$ cat src/hdl/eag_defs.svh
`ifndef EAG_DEFS_SVH
`define EAG_DEFS_SVH

// word and address widths
`define EAG_WORD_W 24
`define EAG_ADDR_W 15
`define EAG_OPCODE_W 10

// instruction field positions
`define EAG_OPCODE_MSB 23
`define EAG_OPCODE_LSB 14
`define EAG_INDEX_MSB 17
`define EAG_INDEX_LSB 15
`define EAG_REL_BIT 14
`define EAG_SIGN_BIT 13
`define EAG_OPERAND_MSB 13

// fitted memory sizes in K words
`define EAG_MEM_16K 16
`define EAG_MEM_24K 24
`define EAG_MEM_32K 32

// reset values
`define EAG_RST_WORD 24'h000000
`define EAG_RST_ADDR 15'h0000
`define EAG_RST_OPCODE 10'h000

`endif

$ cat src/hdl/eag_pkg.sv
package eag_pkg;

  // sequence states; fetch is sequence state 1, index is sequence state 2
  typedef enum logic [1:0] {
    EAG_IDLE  = 2'b00,
    EAG_FETCH = 2'b01,
    EAG_INDEX = 2'b10,
    EAG_EXEC  = 2'b11
  } eag_state_t;

endpackage : eag_pkg

$ cat src/hdl/eag_effective_address_generator.sv
`timescale 1ns/1ps
`include "eag_defs.svh"
module eag_effective_address_generator
  import eag_pkg::*;
#(
  parameter int MEM_SIZE_K = `EAG_MEM_32K
) (
  // clock and reset
  input wire logic clk_in,
  input wire logic reset_n_in,
  // sequence control request
  input wire logic start_in,
  input wire logic fetch_via_i_in,
  input wire logic remote_object_in,
  input wire logic [`EAG_ADDR_W-1:0] pc_in,
  // command class, valid with mem_ready_in during fetch
  input wire logic cmd_generic_in,
  input wire logic cmd_rel_excepted_in,
  input wire logic cmd_index_control_in,
  input wire logic cmd_write_in,
  // core memory address multiplexer
  output logic mem_req_out,
  output logic mem_write_out,
  output logic [`EAG_ADDR_W-1:0] mem_addr_out,
  input wire logic mem_ready_in,
  input wire logic [`EAG_WORD_W-1:0] mem_data_in,
  // datapath view
  output logic [`EAG_WORD_W-1:0] b_reg_out,
  output logic [`EAG_OPCODE_W-1:0] opcode_out,
  output logic [`EAG_ADDR_W-1:0] operand_out,
  output logic relative_flag_out,
  output logic [1:0] seq_state_out,
  output logic addr_from_index_bits_out,
  output logic b_to_adder_gate_out,
  output logic sum_to_operand_gate_out,
  output logic sign_extend_to_bit14_out,
  output logic zero_region_out,
  // completion
  output logic [`EAG_WORD_W-1:0] exec_data_out,
  output logic done_out
);

  logic rst_meta;
  logic rst_n;
  eag_state_t state;
  eag_state_t next_state;
  logic [`EAG_ADDR_W-1:0] base;
  logic write_pend;
  logic [`EAG_ADDR_W-1:0] rel_sum;
  logic [`EAG_WORD_W-1:0] idx_sum;
  logic [2:0] index_sel;
  logic rel_take;
  logic rel_add;
  logic idx_take;
  logic [`EAG_ADDR_W-1:0] next_operand;
  logic [`EAG_ADDR_W-1:0] next_addr;
  logic next_req;
  logic next_write;
  logic next_zero;

  // only the bits the fitted core needs reach memory; 16K drops bit 14
  function automatic logic [`EAG_ADDR_W-1:0] fit_addr(input logic [`EAG_ADDR_W-1:0] a);
    if (MEM_SIZE_K == `EAG_MEM_16K) begin
      fit_addr = {1'b0, a[`EAG_ADDR_W-2:0]};
    end else begin
      fit_addr = a;
    end
  endfunction : fit_addr

  // 24K fitted: top 8K block does not exist
  function automatic logic in_zero_block(input logic [`EAG_ADDR_W-1:0] a);
    in_zero_block = (MEM_SIZE_K == `EAG_MEM_24K) && (a[14:13] == 2'b11);
  endfunction : in_zero_block

  // reset release through two flops
  always_ff @(posedge clk_in or negedge reset_n_in) begin
    if (!reset_n_in) begin
      rst_meta <= 1'b0;
      rst_n <= 1'b0;
    end else begin
      rst_meta <= 1'b1;
      rst_n <= rst_meta;
    end
  end

  // index selection from the fetched word
  always_comb begin
    index_sel = mem_data_in[`EAG_INDEX_MSB:`EAG_INDEX_LSB];
    // control-type commands keep bits 15-17 away from the adder
    idx_take = (index_sel != 3'h0) && !cmd_index_control_in;
  end

  // relative adder
  always_comb begin
    rel_take = mem_data_in[`EAG_REL_BIT] && !cmd_generic_in;
    rel_add = rel_take && !cmd_rel_excepted_in;
    // sign of operand fills adder bit 14; 15-bit wrap gives +8191..-8192
    rel_sum = {mem_data_in[`EAG_SIGN_BIT], mem_data_in[`EAG_OPERAND_MSB:0]} + base;
  end

  // index adder
  always_comb begin
    // whole index word enters adder; only sum bits 14-0 are kept
    idx_sum = mem_data_in + {{(`EAG_WORD_W-`EAG_ADDR_W){1'b0}}, operand_out};
  end

  // next state and next memory address
  always_comb begin
    next_state = state;
    next_operand = operand_out;
    next_addr = mem_addr_out;
    next_req = mem_req_out;
    next_write = mem_write_out;
    next_zero = zero_region_out;
    case (state)
      EAG_IDLE: begin
        if (start_in) begin
          next_state = EAG_FETCH;
          // branch targets and remote objects are fetched via I
          next_addr = fit_addr((fetch_via_i_in || remote_object_in) ? operand_out : pc_in);
          next_req = 1'b1;
          next_write = 1'b0;
          next_zero = 1'b0;
        end
      end
      EAG_FETCH: begin
        if (mem_ready_in) begin
          if (rel_add) begin
            next_operand = rel_sum;
          end else begin
            next_operand = {1'b0, mem_data_in[`EAG_OPERAND_MSB:0]};
          end
          if (idx_take) begin
            next_state = EAG_INDEX;
            next_addr = {{(`EAG_ADDR_W-3){1'b0}}, index_sel};
            next_req = 1'b1;
            next_write = 1'b0;
            next_zero = 1'b0;
          end else begin
            next_state = EAG_EXEC;
            next_addr = fit_addr(next_operand);
            next_zero = in_zero_block(next_operand);
            next_req = !in_zero_block(next_operand);
            next_write = cmd_write_in;
          end
        end
      end
      EAG_INDEX: begin
        if (mem_ready_in) begin
          next_operand = idx_sum[`EAG_ADDR_W-1:0];
          // direction was decoded at fetch; the index read must not lose it
          next_write = write_pend;
          next_state = EAG_EXEC;
          next_addr = fit_addr(next_operand);
          next_zero = in_zero_block(next_operand);
          next_req = !in_zero_block(next_operand);
        end
      end
      EAG_EXEC: begin
        if (zero_region_out || mem_ready_in) begin
          next_state = EAG_IDLE;
          next_req = 1'b0;
          next_write = 1'b0;
          next_zero = 1'b0;
        end
      end
      default: begin
        next_state = EAG_IDLE;
        next_req = 1'b0;
        next_write = 1'b0;
        next_zero = 1'b0;
      end
    endcase
  end

  // sequence state, mirrored on a port for the datapath
  always_ff @(posedge clk_in or negedge rst_n) begin
    if (!rst_n) begin
      state <= EAG_IDLE;
      seq_state_out <= 2'h0;
    end else begin
      state <= next_state;
      seq_state_out <= next_state;
    end
  end

  // memory request, held until the core answers
  always_ff @(posedge clk_in or negedge rst_n) begin
    if (!rst_n) begin
      mem_req_out <= 1'b0;
      mem_write_out <= 1'b0;
      mem_addr_out <= `EAG_RST_ADDR;
    end else begin
      mem_req_out <= next_req;
      mem_write_out <= next_write;
      mem_addr_out <= next_addr;
    end
  end

  // absent block flag, level through the execute access
  always_ff @(posedge clk_in or negedge rst_n) begin
    if (!rst_n) begin
      zero_region_out <= 1'b0;
    end else begin
      zero_region_out <= next_zero;
    end
  end

  // command class inputs stand only at fetch, so the direction is kept here
  always_ff @(posedge clk_in or negedge rst_n) begin
    if (!rst_n) begin
      write_pend <= 1'b0;
    end else if (state == EAG_FETCH && mem_ready_in) begin
      write_pend <= cmd_write_in;
    end
  end

  // relative base latched at start; a taken branch fetched via I still uses P
  always_ff @(posedge clk_in or negedge rst_n) begin
    if (!rst_n) begin
      base <= `EAG_RST_ADDR;
    end else if (state == EAG_IDLE && start_in) begin
      base <= remote_object_in ? operand_out : pc_in;
    end
  end

  // B holds the fetched instruction, then the index word
  always_ff @(posedge clk_in or negedge rst_n) begin
    if (!rst_n) begin
      b_reg_out <= `EAG_RST_WORD;
    end else if (state == EAG_FETCH && mem_ready_in) begin
      b_reg_out <= mem_data_in;
    end else if (state == EAG_INDEX && mem_ready_in) begin
      b_reg_out <= mem_data_in;
    end
  end

  // I op field and relative flag, decoded from B 23-14
  always_ff @(posedge clk_in or negedge rst_n) begin
    if (!rst_n) begin
      opcode_out <= `EAG_RST_OPCODE;
      relative_flag_out <= 1'b0;
    end else if (state == EAG_FETCH && mem_ready_in) begin
      opcode_out <= mem_data_in[`EAG_OPCODE_MSB:`EAG_OPCODE_LSB];
      // flag set for excepted commands too; only the add is withheld
      relative_flag_out <= rel_take;
    end
  end

  // I operand: raw operand, relative sum, then index sum
  always_ff @(posedge clk_in or negedge rst_n) begin
    if (!rst_n) begin
      operand_out <= `EAG_RST_ADDR;
    end else begin
      operand_out <= next_operand;
    end
  end

  // gate strobes lag the transfer they name by one cycle; the index cell addressing level rises with state 2, without lag
  // index cell addressing, level through state 2
  always_ff @(posedge clk_in or negedge rst_n) begin
    if (!rst_n) begin
      addr_from_index_bits_out <= 1'b0;
    end else begin
      addr_from_index_bits_out <= (next_state == EAG_INDEX);
    end
  end

  // index word into the adder
  always_ff @(posedge clk_in or negedge rst_n) begin
    if (!rst_n) begin
      b_to_adder_gate_out <= 1'b0;
    end else begin
      b_to_adder_gate_out <= (state == EAG_INDEX) && mem_ready_in;
    end
  end

  // any sum written back into the operand field
  always_ff @(posedge clk_in or negedge rst_n) begin
    if (!rst_n) begin
      sum_to_operand_gate_out <= 1'b0;
    end else begin
      sum_to_operand_gate_out <= mem_ready_in &&
        ((state == EAG_INDEX) || (state == EAG_FETCH && rel_add));
    end
  end

  // operand sign carried into adder bit 14
  always_ff @(posedge clk_in or negedge rst_n) begin
    if (!rst_n) begin
      sign_extend_to_bit14_out <= 1'b0;
    end else begin
      sign_extend_to_bit14_out <= (state == EAG_FETCH) && mem_ready_in && rel_add;
    end
  end

  // execute data; missing block reads as zero, a write leaves it alone
  always_ff @(posedge clk_in or negedge rst_n) begin
    if (!rst_n) begin
      exec_data_out <= `EAG_RST_WORD;
    end else if (state == EAG_EXEC && zero_region_out) begin
      exec_data_out <= `EAG_RST_WORD;
    end else if (state == EAG_EXEC && mem_ready_in && !mem_write_out) begin
      exec_data_out <= mem_data_in;
    end
  end

  // completion pulse; the absent block never answers, so it ends on its own
  always_ff @(posedge clk_in or negedge rst_n) begin
    if (!rst_n) begin
      done_out <= 1'b0;
    end else begin
      done_out <= (state == EAG_EXEC) && (zero_region_out || mem_ready_in);
    end
  end

endmodule : eag_effective_address_generator

$ cat config.mk
export PLATFORM = sky130hd
export DESIGN_NAME = eag_effective_address_generator
export DESIGN_NICKNAME = d
export VERILOG_FILES = /design/src/hdl/eag_pkg.sv /design/src/hdl/eag_effective_address_generator.sv
export VERILOG_INCLUDE_DIRS = /design/src /design/src/hdl
export SDC_FILE = /design/constraint.sdc
export NUM_CORES = 1
export LEC_CHECK = 0
export ABC_AREA = 1
export BUFFER_PORTS_ARGS = -buffer_cell sky130_fd_sc_hd__buf_4
export CAP_MARGIN = 5
export CORE_MARGIN = 3
export CORE_UTILIZATION = 40
export CTS_CLUSTER_SIZE = 8
export DETAILED_ROUTE_END_ITERATION = 10
export GPL_TIMING_DRIVEN = 0
export SYNTH_ARGS = -nofsm -noshare
export SYNTH_HDL_FRONTEND = slang
export SYNTH_SLANG_ARGS = --single-unit
$ cat constraint.sdc
create_clock -name clk_in -period 4.2 [get_ports clk_in]
set_input_delay 0.21 -clock clk_in [delete_from_list [all_inputs] [get_ports clk_in]]
set_output_delay 0.21 -clock clk_in [all_outputs]
set_load 0.02 [all_outputs]
==> results of run 1 <==
[how the worst max path moves through the flow]
| stage | startpoint | slack [ns] | cells past startpoint | to |
|---|---|---|---|---|
| 6_report | operand_out[0]$_DFFE_PN0P_ | 1.82 | 15 | mem_addr_out[14]$_DFFE_PN0P_ |
| 5_1_grt | operand_out[0]$_DFFE_PN0P_ | 1.61 | 15 | mem_addr_out[14]$_DFFE_PN0P_ |
| 4_1_cts | operand_out[0]$_DFFE_PN0P_ | 1.89 | 15 | mem_addr_out[14]$_DFFE_PN0P_ |
| 3_5_place_dp | operand_out[0]$_DFFE_PN0P_ | 1.90 | 15 | mem_addr_out[14]$_DFFE_PN0P_ |
| 3_3_place_gp | rst_n$_DFF_PN0_ | -0.73 | 0 | exec_data_out[11]$_DFFE_PN0P_ |
| 2_1_floorplan | rst_n$_DFF_PN0_ | 0.73 | 0 | addr_from_index_bits_out$_DFF_PN0_ |
[sequential cells by signal, summed over array words and instances, names as in the netlist, 2 cells and up]
name / count
operand_out: 15
b_reg_out: 24
opcode_out: 10
base: 15
exec_data_out: 24
state: 2
mem_addr_out: 15
[report_power, final]
| part | total (W) | internal [W] | switching [W] | leakage (nW) |
|---|---|---|---|---|
| Sequential | 0.00203 | 0.00164 | 0.000390 | 1.42 |
| Clock | 0.00157 | 0.000997 | 0.000572 | 0.297 |
| Combinational | 0.00430 | 0.00158 | 0.00272 | 3.32 |
[repair_timing]
item	4_1_cts	5_1_grt
hold buffers	2	0
hold endpoints to repair	3	0
gates resized for setup	0	0
[per-stage QoR]
step / instance area [um^2] / hold WS, ns / instances / utilization, %
3_5_place_dp: 8550 / -0.00618 / 1371 / 49.1
3_3_place_gp: 8520 / -0.00734 / 1370 / 48.9
5_1_grt: 9190 / 0.0423 / 1404 / 52.8
2_1_floorplan: 7150 / -0.0856 / 1000 / -
6_report: 9190 / 0.0286 / 1404 / 52.8
4_1_cts: 9190 / 0.0243 / 1404 / 52.8
[synth_stat cells (2+ instances only)]
library cell,number,share of area (%)
o21ai_1,4,0.28
fa_1,2,0.56
nand3_2,6,0.84
buf_4,3,0.32
or2_2,4,0.35
and2_1,3,0.26
ha_1,34,6.0
nor3b_1,3,0.32
a21oi_1,34,2.4
xor2_1,2,0.25
nor2_2,4,0.35
buf_2,14,0.98
inv_1,136,7.1
a21oi_2,2,0.25
buf_1,3,0.16
nor2_4,2,0.32
clkbuf_1,12,0.63
a31oi_1,5,0.44
a21boi_0,2,0.21
nand3_1,69,4.8
conb_1,2,0.11
nand2_1,331,17
inv_2,7,0.37
or2_1,2,0.18
o21ai_0,103,7.2
nand4_1,12,1.1
o211ai_1,11,1.2
dfrtp_1,116,41
o21a_1,2,0.21
nor2_1,52,2.7
nand2_2,4,0.35
[cell type report]
| class | count | share of cell area [%] |
|---|---|---|
| Clock inverter | 14 | 2.18 |
| Inverter | 143 | 5.84 |
| Multi-Input combinational cell | 708 | 38.6 |
| Buffer | 33 | 1.74 |
| Clock buffer | 17 | 4.63 |
| Tap cell | 225 | 3.06 |
| Timing Repair Buffer | 148 | 12.4 |
| Sequential cell | 116 | 31.6 |
[cell families after synthesis]
family                     after synthesis
DFF                                    116
xor gates and xnor gates                 3
and+or+nand+nor                        497
buffers and inverters                  176
AOI/OAI and AO/OA                      170
other                                    2
adders and majority gates               36
[layer usage]
layer  share of wire (%)  vias to the layer above
li1                    -                     3541
met1                  46                     3343
met2                  45                      274
met3                 6.7                       36
met4                 2.0                        0
met5                   0                        -
[critical path, stage by stage, from the launching register on]
cell and delay, ns:
dfrtp_1 0.42, ha_1 0.31, inv_1 0.09, fa_1 0.36, inv_1 0.11, nand3_1 0.09, nand3_2 0.11, nand2_1 0.06
nand2_1 0.09, nand2_1 0.08, nand2_1 0.07, nand2_1 0.04, nand3_1 0.11, nand3_1 0.11, nand2_1 0.15, nand2_1 0.06
[placed cells by master, fill, tap and decap left out, types with 3 or more instances in the layout]
cell,instances
inv_6,5
nand4_1,12
clkinvlp_4,3
buf_1,3
inv_1,136
buf_2,14
bufinv_16,4
ha_1,34
nor2_2,4
or2_2,4
a31oi_1,5
dfrtp_1,115
nand3_1,69
clkbuf_1,12
a21oi_1,34
o21ai_0,103
nand2_1,331
and2_1,3
clkbuf_16,17
nand3_2,6
o21ai_1,4
nand2_2,4
nor2_1,52
buf_4,148
inv_2,7
nor3b_1,3
o211ai_1,11
==> results.md, run 1 <==
* Pwr/cell area at 859 nW/um^2
* Initial DRC count at 620
* Hold Crit Endpoint: base[14]$_DFFE_PN0P_
* Vias/cell at 5.12
* Layout cell share with drive strength beyond 1 at between 15 and 20%
* Final Hold Fails at 0
* FF/Latch Area at ~2900 um^2
* Sum of negative setup slack at 0 ns
* Via count at 7194
* Die extent in x at 140 um
* Routed len/inst at ~17 um
* First-pass GRT wire length at around 38000 um
* Port bufs at 145
* WS Path Type: reg -> reg
* Filler cells at 1786
* Initial antenna violation count at 0
* Worst-margin pin slew at 0.817 ns
* Detail Route Antenna Nets at 0
* CTS clk-pin slew, worst paths at ~0.06 ns
* Post-Synth Adder-Cell Area at 6.51%
* HP Class: in -> reg
* GR Util met1 at 35.0%
* Synth Warn # at 0
* Post-CTS Setup Bufs at 0
* Min cycle time layout at 2.38 ns
* CTS Buf Count at 17
* Worst r2r path cells at 15
* Die Y at 140 um
* Crit path DAT at 2.69 ns
* RSZ-0062 raised after global routing: false
* # IOs at 148
* Row count at 48
* Combinational family with the most area after synthesis: simple AND/OR/NAND/NOR gates
* Grt met3 use at between 4 and 5%
* Leak Pwr at 5.04 nW
* Synthesis-to-layout area growth at 28.6%
* Post-Synth Simple-Gate Area at 29.6%
* Worst rel slew slack at 45.5%
* Post-Route WL at 23600 um
* Worst Path Required at 4.51 ns
* Post-Synth XOR/XNOR Area at less than 1%
* Initial Util at a little over 40%
* Post-synth top flop: dfrtp_1
* FFs w/ async S/R, synth at 100%
* RePlAce Congestion at 0.946
* Synth Instances at 1000
* Worst-skew pair later-pin latency at 0.43 ns
* Clk buf depth at 2
* Number of synthesized flops with an enable pin at 0
* Clock sinks at 116
* Max cap viols at 0
* Fraction of the cycle the final worst path needs at 56.6%
* Core ar. at 17400 um^2
* DP Wirelength at 18500 um
* Total Power at 0.00789 W
* Kind of end point of the critical path: flip-flop
* Multiplexer share of the synthesized area at 0%
* # setup viols final at 0
* R2R Path Start: operand_out[0]$_DFFE_PN0P_
* Compound-Gate Fraction of Synth Area at 13.0%
* Worst Setup Slack, final at 1.82 ns
* Clock Skew at 0.0121 ns
* Post-Synthesis Cell Area at roughly 7100 um^2
* Synthesized flop and latch total at approximately 120
* CTS tree: built
* Avg Inst Size Synth at about 7.1 um^2
* Post-synthesis net count at 1085
* R2R Path End: mem_addr_out[14]$_DFFE_PN0P_
* Status: finished clean
* Area of the multi-input gates at approximately 3500 um^2
* Grt met2 use at 38.0%
* GRT overflow at 0
* Worst setup SP type: flip-flop
* Yosys cell types at 45
* Final Max Slew Viols at 0
* Register area share after synthesis at about 41%
* GR peak layer: met2
* Maximum clock rate at 421 MHz
* DRC viols at 0
* Critical-path maximum fanout at 5
* WHS Path Cells at 3
* Layout net count at between 1000 and 1500
* Number of H-tree levels at 4
* Vias in the first global route at 6854
* Min-delay src: pc_in[14]
* Largest net degree at the start of global routing at 59
* Max VDD drop at 0.366 mV
* Total global-route track usage at 24.4%
* Flop2flop setup slack at 1.82 ns
* Setup Slack @ Placement at 1.90 ns
* # diodes at 0
* CTS root buf: clkbuf_16
* Drt pass-1 iters at 6
* DIE AREA at 19500 um^2
(Power assumes the default switching activity.)
==> run 2, diff against run 1 <==
clock period = 2.3 ns   (was 4.2 ns; I/O delays follow)
==> results.md, run 2 (same netlist as run 1, synthesis figures left out) <==
* Final Hold Fails at 0 (unchanged)
* Comb pwr share at 56.0% (was 54.5%)
* Synthesis-to-layout area growth at 30.4% (was 28.6%)
* Min cycle time layout at 2.16 ns (was 2.38 ns)
* Kind of end point of the critical path: flip-flop (unchanged)
* Leak Pwr at 5.09 nW (was 5.04 nW)
* CTS root buf: clkbuf_16 (unchanged)
* Crit-path leading delay family: buffers and inverters (was simple AND/OR/NAND/NOR gates)
* Crit path cell chain: inv_1, ha_1, buf_2, buf_1, o211ai_1, nand3_1, nand2_1 (was ha_1, inv_1, fa_1, inv_1, nand3_1, nand3_2, nand2_1, nand2_1, nand2_1, nand2_1, nand2_1, nand3_1, nand3_1, nand2_1, nand2_1)
* Total global-route track usage at 24.3% (was 24.4%)
* Via count at 7229 (was 7194)
* Clock sinks at 116 (unchanged)
* Vias in the first global route at 6783 (was 6854)
* Placed inst area at 8550 um^2 (unchanged)
* Detail Route Antenna Nets at 0 (unchanged)
* Layout cell share with drive strength beyond 1 at 20.3% (was 19.3%)
* Crit path DAT at 2.47 ns (was 2.69 ns)
* Initial DRC count at 638 (was 620)
* Max Used Layer: met4 (unchanged)
* Sum of buffers and inverters on the critical path at 3 (was 2)
* Critical-path maximum fanout at 10 (was 5)
* R2R Path Start: state[1]$_DFF_PN0_ (was operand_out[0]$_DFFE_PN0P_)
* Drt pass-1 iters at 5 (was 6)
* Power share of the clock group at 17.9% (was 19.9%)
* Clk buf depth at 2 (unchanged)
* Switching power at 0.00678 W (was 0.00368 W)
* Initial antenna violation count at 0 (unchanged)
* CTS clk-pin slew, worst paths at 0.06 ns (about the same)
* Pint at 0.00745 W (was 0.00421 W)
* Seq pwr share at 26.1% (was 25.7%)
* Fraction of the cycle the final worst path needs at 94.1% (was 56.6%)
* Wl on met1 at 11100 um (was 10900 um)
* RSZ-0062 raised after global routing: false (unchanged)
* Max VDD drop at 0.680 mV (was 0.366 mV)
* WS Path Type: reg -> reg (unchanged)
* Pwr/cell area at 1530 nW/um^2 (was 859 nW/um^2)
* Final Max Slew Viols at 0 (unchanged)
* Port bufs at 145 (unchanged)
* Area of the multi-input gates at 3570 um^2 (was 3550 um^2)
* DP Wirelength at 18400 um (was 18500 um)
* Layout net count at 1268 (was 1252)
* Row count at 48 (unchanged)
* Worst setup SP type: flip-flop (unchanged)
* Post-Route WL at 23700 um (was 23600 um)
* CP startpoint: state[1]$_DFF_PN0_ (was operand_out[0]$_DFFE_PN0P_)
* FF/Latch Area at 2910 um^2 (about the same)
* CP max stage cell: buf_1 (was dfrtp_1)
* Initial Util at 41.0% (unchanged)
* Die Y at 140 um (unchanged)
* Design Area, Final at 9320 um^2 (was 9190 um^2)
* Worst-margin pin slew at 0.644 ns (was 0.817 ns)
* CTS tree: built (unchanged)
* # setup viols final at 0 (unchanged)
* Worst rel slew slack at 57.1% (was 45.5%)
* DIE AREA at 19500 um^2 (unchanged)
* Setup Slack @ Placement at 0.00404 ns (was 1.90 ns)
* Clock Skew at 0.00806 ns (was 0.0121 ns)
* Switching fraction of total power at 47.6% (was 46.7%)
* Die extent in x at 140 um (unchanged)
* Top flop regs: b_reg_out (24), exec_data_out (24) (unchanged)
* Total Power at 0.0142 W (was 0.00789 W)
* Largest net degree at the start of global routing at 71 (was 59)
* Worst Setup Slack, final at 0.136 ns (was 1.82 ns)
* Maximum clock rate at 462 MHz (was 421 MHz)
* Most frequent cells in the layout: nand2_1, buf_4, inv_1, dfrtp_1, o21ai_0 (unchanged)
* Max cap viols at 0 (unchanged)
* Core ar. at 17400 um^2 (unchanged)
* CTS Buf Count at 17 (unchanged)
* # diodes at 0 (unchanged)
* Post-route insts no fill at 1420 (was 1404)
* Worst-skew pair later-pin latency at 0.43 ns (about the same)
* Critical Path Max Stage Delay at 0.45 ns (was 0.42 ns)
* Placed cell count at 1371 (unchanged)
* Routed len/inst at 16.7 um (was 16.8 um)
* Filler cells at 1773 (was 1786)
* Most common cell after layout, fill and taps aside: nand2_1 (unchanged)
* # IOs at 148 (unchanged)
* HP Class: in -> reg (unchanged)
* Met3 WL at 1600 um (was 1590 um)
* Status: finished clean (unchanged)
* DRC viols at 0 (unchanged)
* RePlAce Congestion at 0.963 (was 0.946)
* Vias/cell at 5.09 (was 5.12)
* Number of H-tree levels at 4 (unchanged)
* GRT overflow at 0 (unchanged)
* Worst Path Required at 2.61 ns (was 4.51 ns)
* Min-delay src: mem_data_in[4] (was pc_in[14])
* First-pass GRT wire length at 37300 um (was 37700 um)
* Met2 WL at 10600 um (about the same)
run 2: path summary, 6_finish.rpt:
kind,slack [ns],cells after the start,end
max,0.14,7,mem_addr_out[4]$_DFFE_PN0P_
min,0.02,3,b_reg_out[4]$_DFFE_PN0P_
max reg2reg,0.14,7,mem_addr_out[4]$_DFFE_PN0P_
min reg2reg,0.35,0,mem_addr_out[2]$_DFFE_PN0P_
max in group asynchronous,1.18,1,exec_data_out[12]$_DFFE_PN0P_
min in group asynchronous,0.35,0,mem_addr_out[2]$_DFFE_PN0P_
run 2: area by class of cell:
class | instances | share of cell area [%]
Buffer | 33 | 1.77
Clock buffer | 17 | 4.57
Clock inverter | 14 | 1.42
Inverter | 143 | 5.76
Multi-Input combinational cell | 708 | 38.3
Sequential cell | 116 | 31.2
Tap cell | 225 | 3.02
Timing Repair Buffer | 164 | 13.9
run 2: per-layer routing:
layer | track usage, % | vias to the layer above
li1 | - | 3564
met1 | 34.9 | 3361
met2 | 37.5 | 274
met3 | 4.98 | 30
met4 | 6.94 | 0
met5 | 0 | -
run 2: repair_timing:
action | CTS | global route
gates resized for setup | 2 | 13
pin swaps | 0 | 3
endpoints found under the setup margin | 6 | 37
hold endpoints to repair | 21 | 0
buffers inserted | 0 | 4
hold buffers | 14 | 0
run 2: power by group through the flow:
stage	Sequential, W	Clock (W)	Combinational (W)
global placement	0.00374	0	0.00768
finish	0.00371	0.00254	0.00797
CTS	0.00370	0.00258	0.00786
floorplan	0.00451	0	0.00414
detailed placement	0.00373	0	0.00778
global route	0.00383	0.00268	0.00885
run 2: metrics by stage:
| stage | setup TNS, ns | hold WS [ns] | utilization (%) |
|---|---|---|---|
| after floorplan | 0 | -0.181 | - |
| after global routing | 0 | 0.0203 | 53.5 |
| final | 0 | 0.0203 | 53.5 |
| after CTS | 0 | 0.00991 | 53.1 |
| after global placement | -49.50 | -0.102 | 48.9 |
| after detailed placement | 0 | -0.101 | 49.1 |
run 2: worst register-to-register path: cells and delay by family (launching register included):
kind / cells / cell delay, ns
and+or+nand+nor: 2 / 0.21
DFF: 1 / 0.44
adders and majority gates: 1 / 0.38
AOI/OAI and AO/OA: 1 / 0.17
buffers and inverters: 3 / 0.85
==> run 3, diff against run 2 <==
CORE_ASPECT_RATIO = 1.75   (was default)
MAX_ROUTING_LAYER = met4   (was default)
SLEW_MARGIN = 20   (was default)
==> results.md, run 3 (same netlist as run 1, synthesis figures left out) <==
* # setup viols final at 0 (unchanged)
* Setup Slack @ Placement at -0.0975 ns (was 0.00404 ns)
* Min cycle time layout at 2.20 ns (was 2.16 ns)
* Most frequent cells in the layout: nand2_1, buf_4, inv_1, dfrtp_1, o21ai_0 (unchanged)
* Clk buf depth at 2 (unchanged)
* DRC viols at 0 (unchanged)
* Critical-path maximum fanout at 5 (was 10)
* First-pass GRT wire length at 38000 um (was 37300 um)
* Vias/cell at 4.98 (was 5.09)
* DIE AREA at 19600 um^2 (was 19500 um^2)
* HP Class: in -> reg (unchanged)
* Sum of negative setup slack at 0 ns (unchanged)
* Layout net count at 1269 (was 1268)
* Worst-margin pin slew at 0.631 ns (was 0.644 ns)
* Drt pass-1 iters at 5 (unchanged)
* Die extent in x at 107 um (was 140 um)
* Final Hold Fails at 0 (unchanged)
* Flop2flop setup slack at 0.1 ns (was 0.14 ns)
* Detail Route Antenna Nets at 0 (unchanged)
* Post-Route WL at 24500 um (was 23700 um)
* Fraction of the cycle the final worst path needs at 95.8% (was 94.1%)
* Worst Path Required at 2.61 ns (about the same)
* Top flop regs: b_reg_out (24), exec_data_out (24) (unchanged)
* Initial Util at 40.7% (was 41.0%)
* Clock Skew at 0.00647 ns (was 0.00806 ns)
* Worst rel slew slack at 57.9% (was 57.1%)
* Worst Setup Slack, final at 0.0976 ns (was 0.136 ns)
* Routed len/inst at 17.2 um (was 16.7 um)
* Synthesis-to-layout area growth at 32.3% (was 30.4%)
* Worst-skew pair later-pin latency at 0.42 ns (was 0.43 ns)
* Pwr/cell area at 1550 nW/um^2 (was 1530 nW/um^2)
* Vias in the first global route at 7116 (was 6783)
* Die Y at 183 um (was 140 um)
* Post-route insts no fill at 1428 (was 1420)
* Layout cell share with drive strength beyond 1 at 20.5% (was 20.3%)
* Final Max Slew Viols at 0 (unchanged)
* Total global-route track usage at 26.4% (was 24.3%)
* Via count at 7117 (was 7229)
* Kind of end point of the critical path: flip-flop (unchanged)
* Max cap viols at 0 (unchanged)
* RSZ-0062 raised after global routing: false (unchanged)
* Initial antenna violation count at 0 (unchanged)
* DP Wirelength at 19600 um (was 18400 um)
* Max Used Layer: met4 (unchanged)
* Port bufs at 145 (unchanged)
* CTS root buf: clkbuf_16 (unchanged)
* Filler cells at 1731 (was 1773)
* Maximum clock rate at 454 MHz (was 462 MHz)
* Met2 WL at 13600 um (was 10600 um)
* CTS clk-pin slew, worst paths at 0.06 ns (about the same)
* Status: finished clean (unchanged)
* Largest net degree at the start of global routing at 58 (was 71)
* Crit path DAT at 2.52 ns (was 2.47 ns)
* Met3 WL at 1030 um (was 1600 um)
* Number of H-tree levels at 4 (unchanged)
* Core ar. at 17500 um^2 (was 17400 um^2)
* Worst setup SP type: flip-flop (unchanged)
* WS Path Type: reg -> reg (unchanged)
* GRT overflow at 0 (unchanged)
* # IOs at 148 (unchanged)
* Max VDD drop at 0.592 mV (was 0.680 mV)
* Worst hold slack at 0.00451 ns (was 0.0203 ns)
* Most common cell after layout, fill and taps aside: nand2_1 (unchanged)
* CTS tree: built (unchanged)
* Clock sinks at 116 (unchanged)
* Wl on met1 at 9170 um (was 11100 um)
* RePlAce Congestion at 0.914 (was 0.963)
* Row count at 64 (was 48)
* Placed cell count at 1378 (was 1371)
* Initial DRC count at 330 (was 638)
* CTS Buf Count at 17 (unchanged)
* Leak Pwr at 5.15 nW (was 5.09 nW)
* # diodes at 0 (unchanged)
-- run 3: changes by cell type in the layout (fill, tap and decap cells not counted), moves of 2 or more --
cell        previous run  this run
buf_2                 14        12
ha_2                   0         3
clkinvlp_4             5         2
bufinv_16              1         4
inv_2                  8         6
inv_4                  0         2
buf_4                151       153
inv_6                  2         4
ha_1                  33        29
-- run 3: worst max-delay path, cell delays in order (launching register included) --
cell and delay [ns]:
dfrtp_2 0.41, ha_4 0.17, inv_1 0.06, fa_1 0.37, inv_2 0.10, nand3_1 0.09
nand3_2 0.12, nand2_1 0.06, nand2_1 0.10, nand2_1 0.08, nand2_1 0.07, nand2_1 0.05
nand3_1 0.09, nand3_1 0.15, nand2_1 0.11, nand2_1 0.06
-- run 3: worst paths after layout --
path                                                 start                      endpoint  cells past startpoint
max in group asynchronous                  rst_n$_DFF_PN0_  exec_data_out[1]$_DFFE_PN0P_                      1
min in group asynchronous                  rst_n$_DFF_PN0_  mem_addr_out[12]$_DFFE_PN0P_                      0
worst min-delay path                              pc_in[7]           base[7]$_DFFE_PN0P_                      3
worst min register to register             rst_n$_DFF_PN0_  mem_addr_out[12]$_DFFE_PN0P_                      0
worst max register to register  operand_out[0]$_DFFE_PN0P_  mem_addr_out[14]$_DFFE_PN0P_                     15
worst max-delay path            operand_out[0]$_DFFE_PN0P_  mem_addr_out[14]$_DFFE_PN0P_                     15
-- run 3: area by class of cell --
type | instances | area [um^2] | share of cell area [%]
Clock buffer | 18 | 439 | 4.65
Multi-Input combinational cell | 708 | 3590 | 37.9
Sequential cell | 116 | 2910 | 30.8
Tap cell | 231 | 289 | 3.06
Inverter | 143 | 542 | 5.73
Buffer | 32 | 163 | 1.72
Timing Repair Buffer | 166 | 1330 | 14.0
Clock inverter | 14 | 198 | 2.09
-- run 3: per-stage QoR --
| stage | util, % | instance area [um^2] | total power, W |
|---|---|---|---|
| finish | 53.9 | 9450 | 0.0147 |
| global route | 53.9 | 9450 | 0.0158 |
| CTS | 53.5 | 9380 | 0.0146 |
| detailed placement | 48.9 | 8570 | 0.0116 |
| global placement | 48.6 | 8520 | 0.0115 |
| floorplan | - | 7150 | 0.00865 |
-- run 3: routing by layer --
layer	global-route usage (%)	up-vias
li1	-	3563
met1	27.8	3300
met2	48.1	211
met3	3.84	43
met4	11.4	0
met5	-	-
-- run 3: timing repair --
action                                  4_1_cts  5_1_grt
hold buffers                                 14        0
endpoints found under the setup margin       19       34
endpoints found under the hold margin        20        0
gates resized for setup                       5       15
pin swaps                                     1        1
setup buffers                                 1        4
-- run 3: power breakdown --
part / internal, W / switching [W] / total (W)
logic: 0.00301 / 0.00507 / 0.00808
registers: 0.00299 / 0.000693 / 0.00368
clock network: 0.00185 / 0.00104 / 0.00289
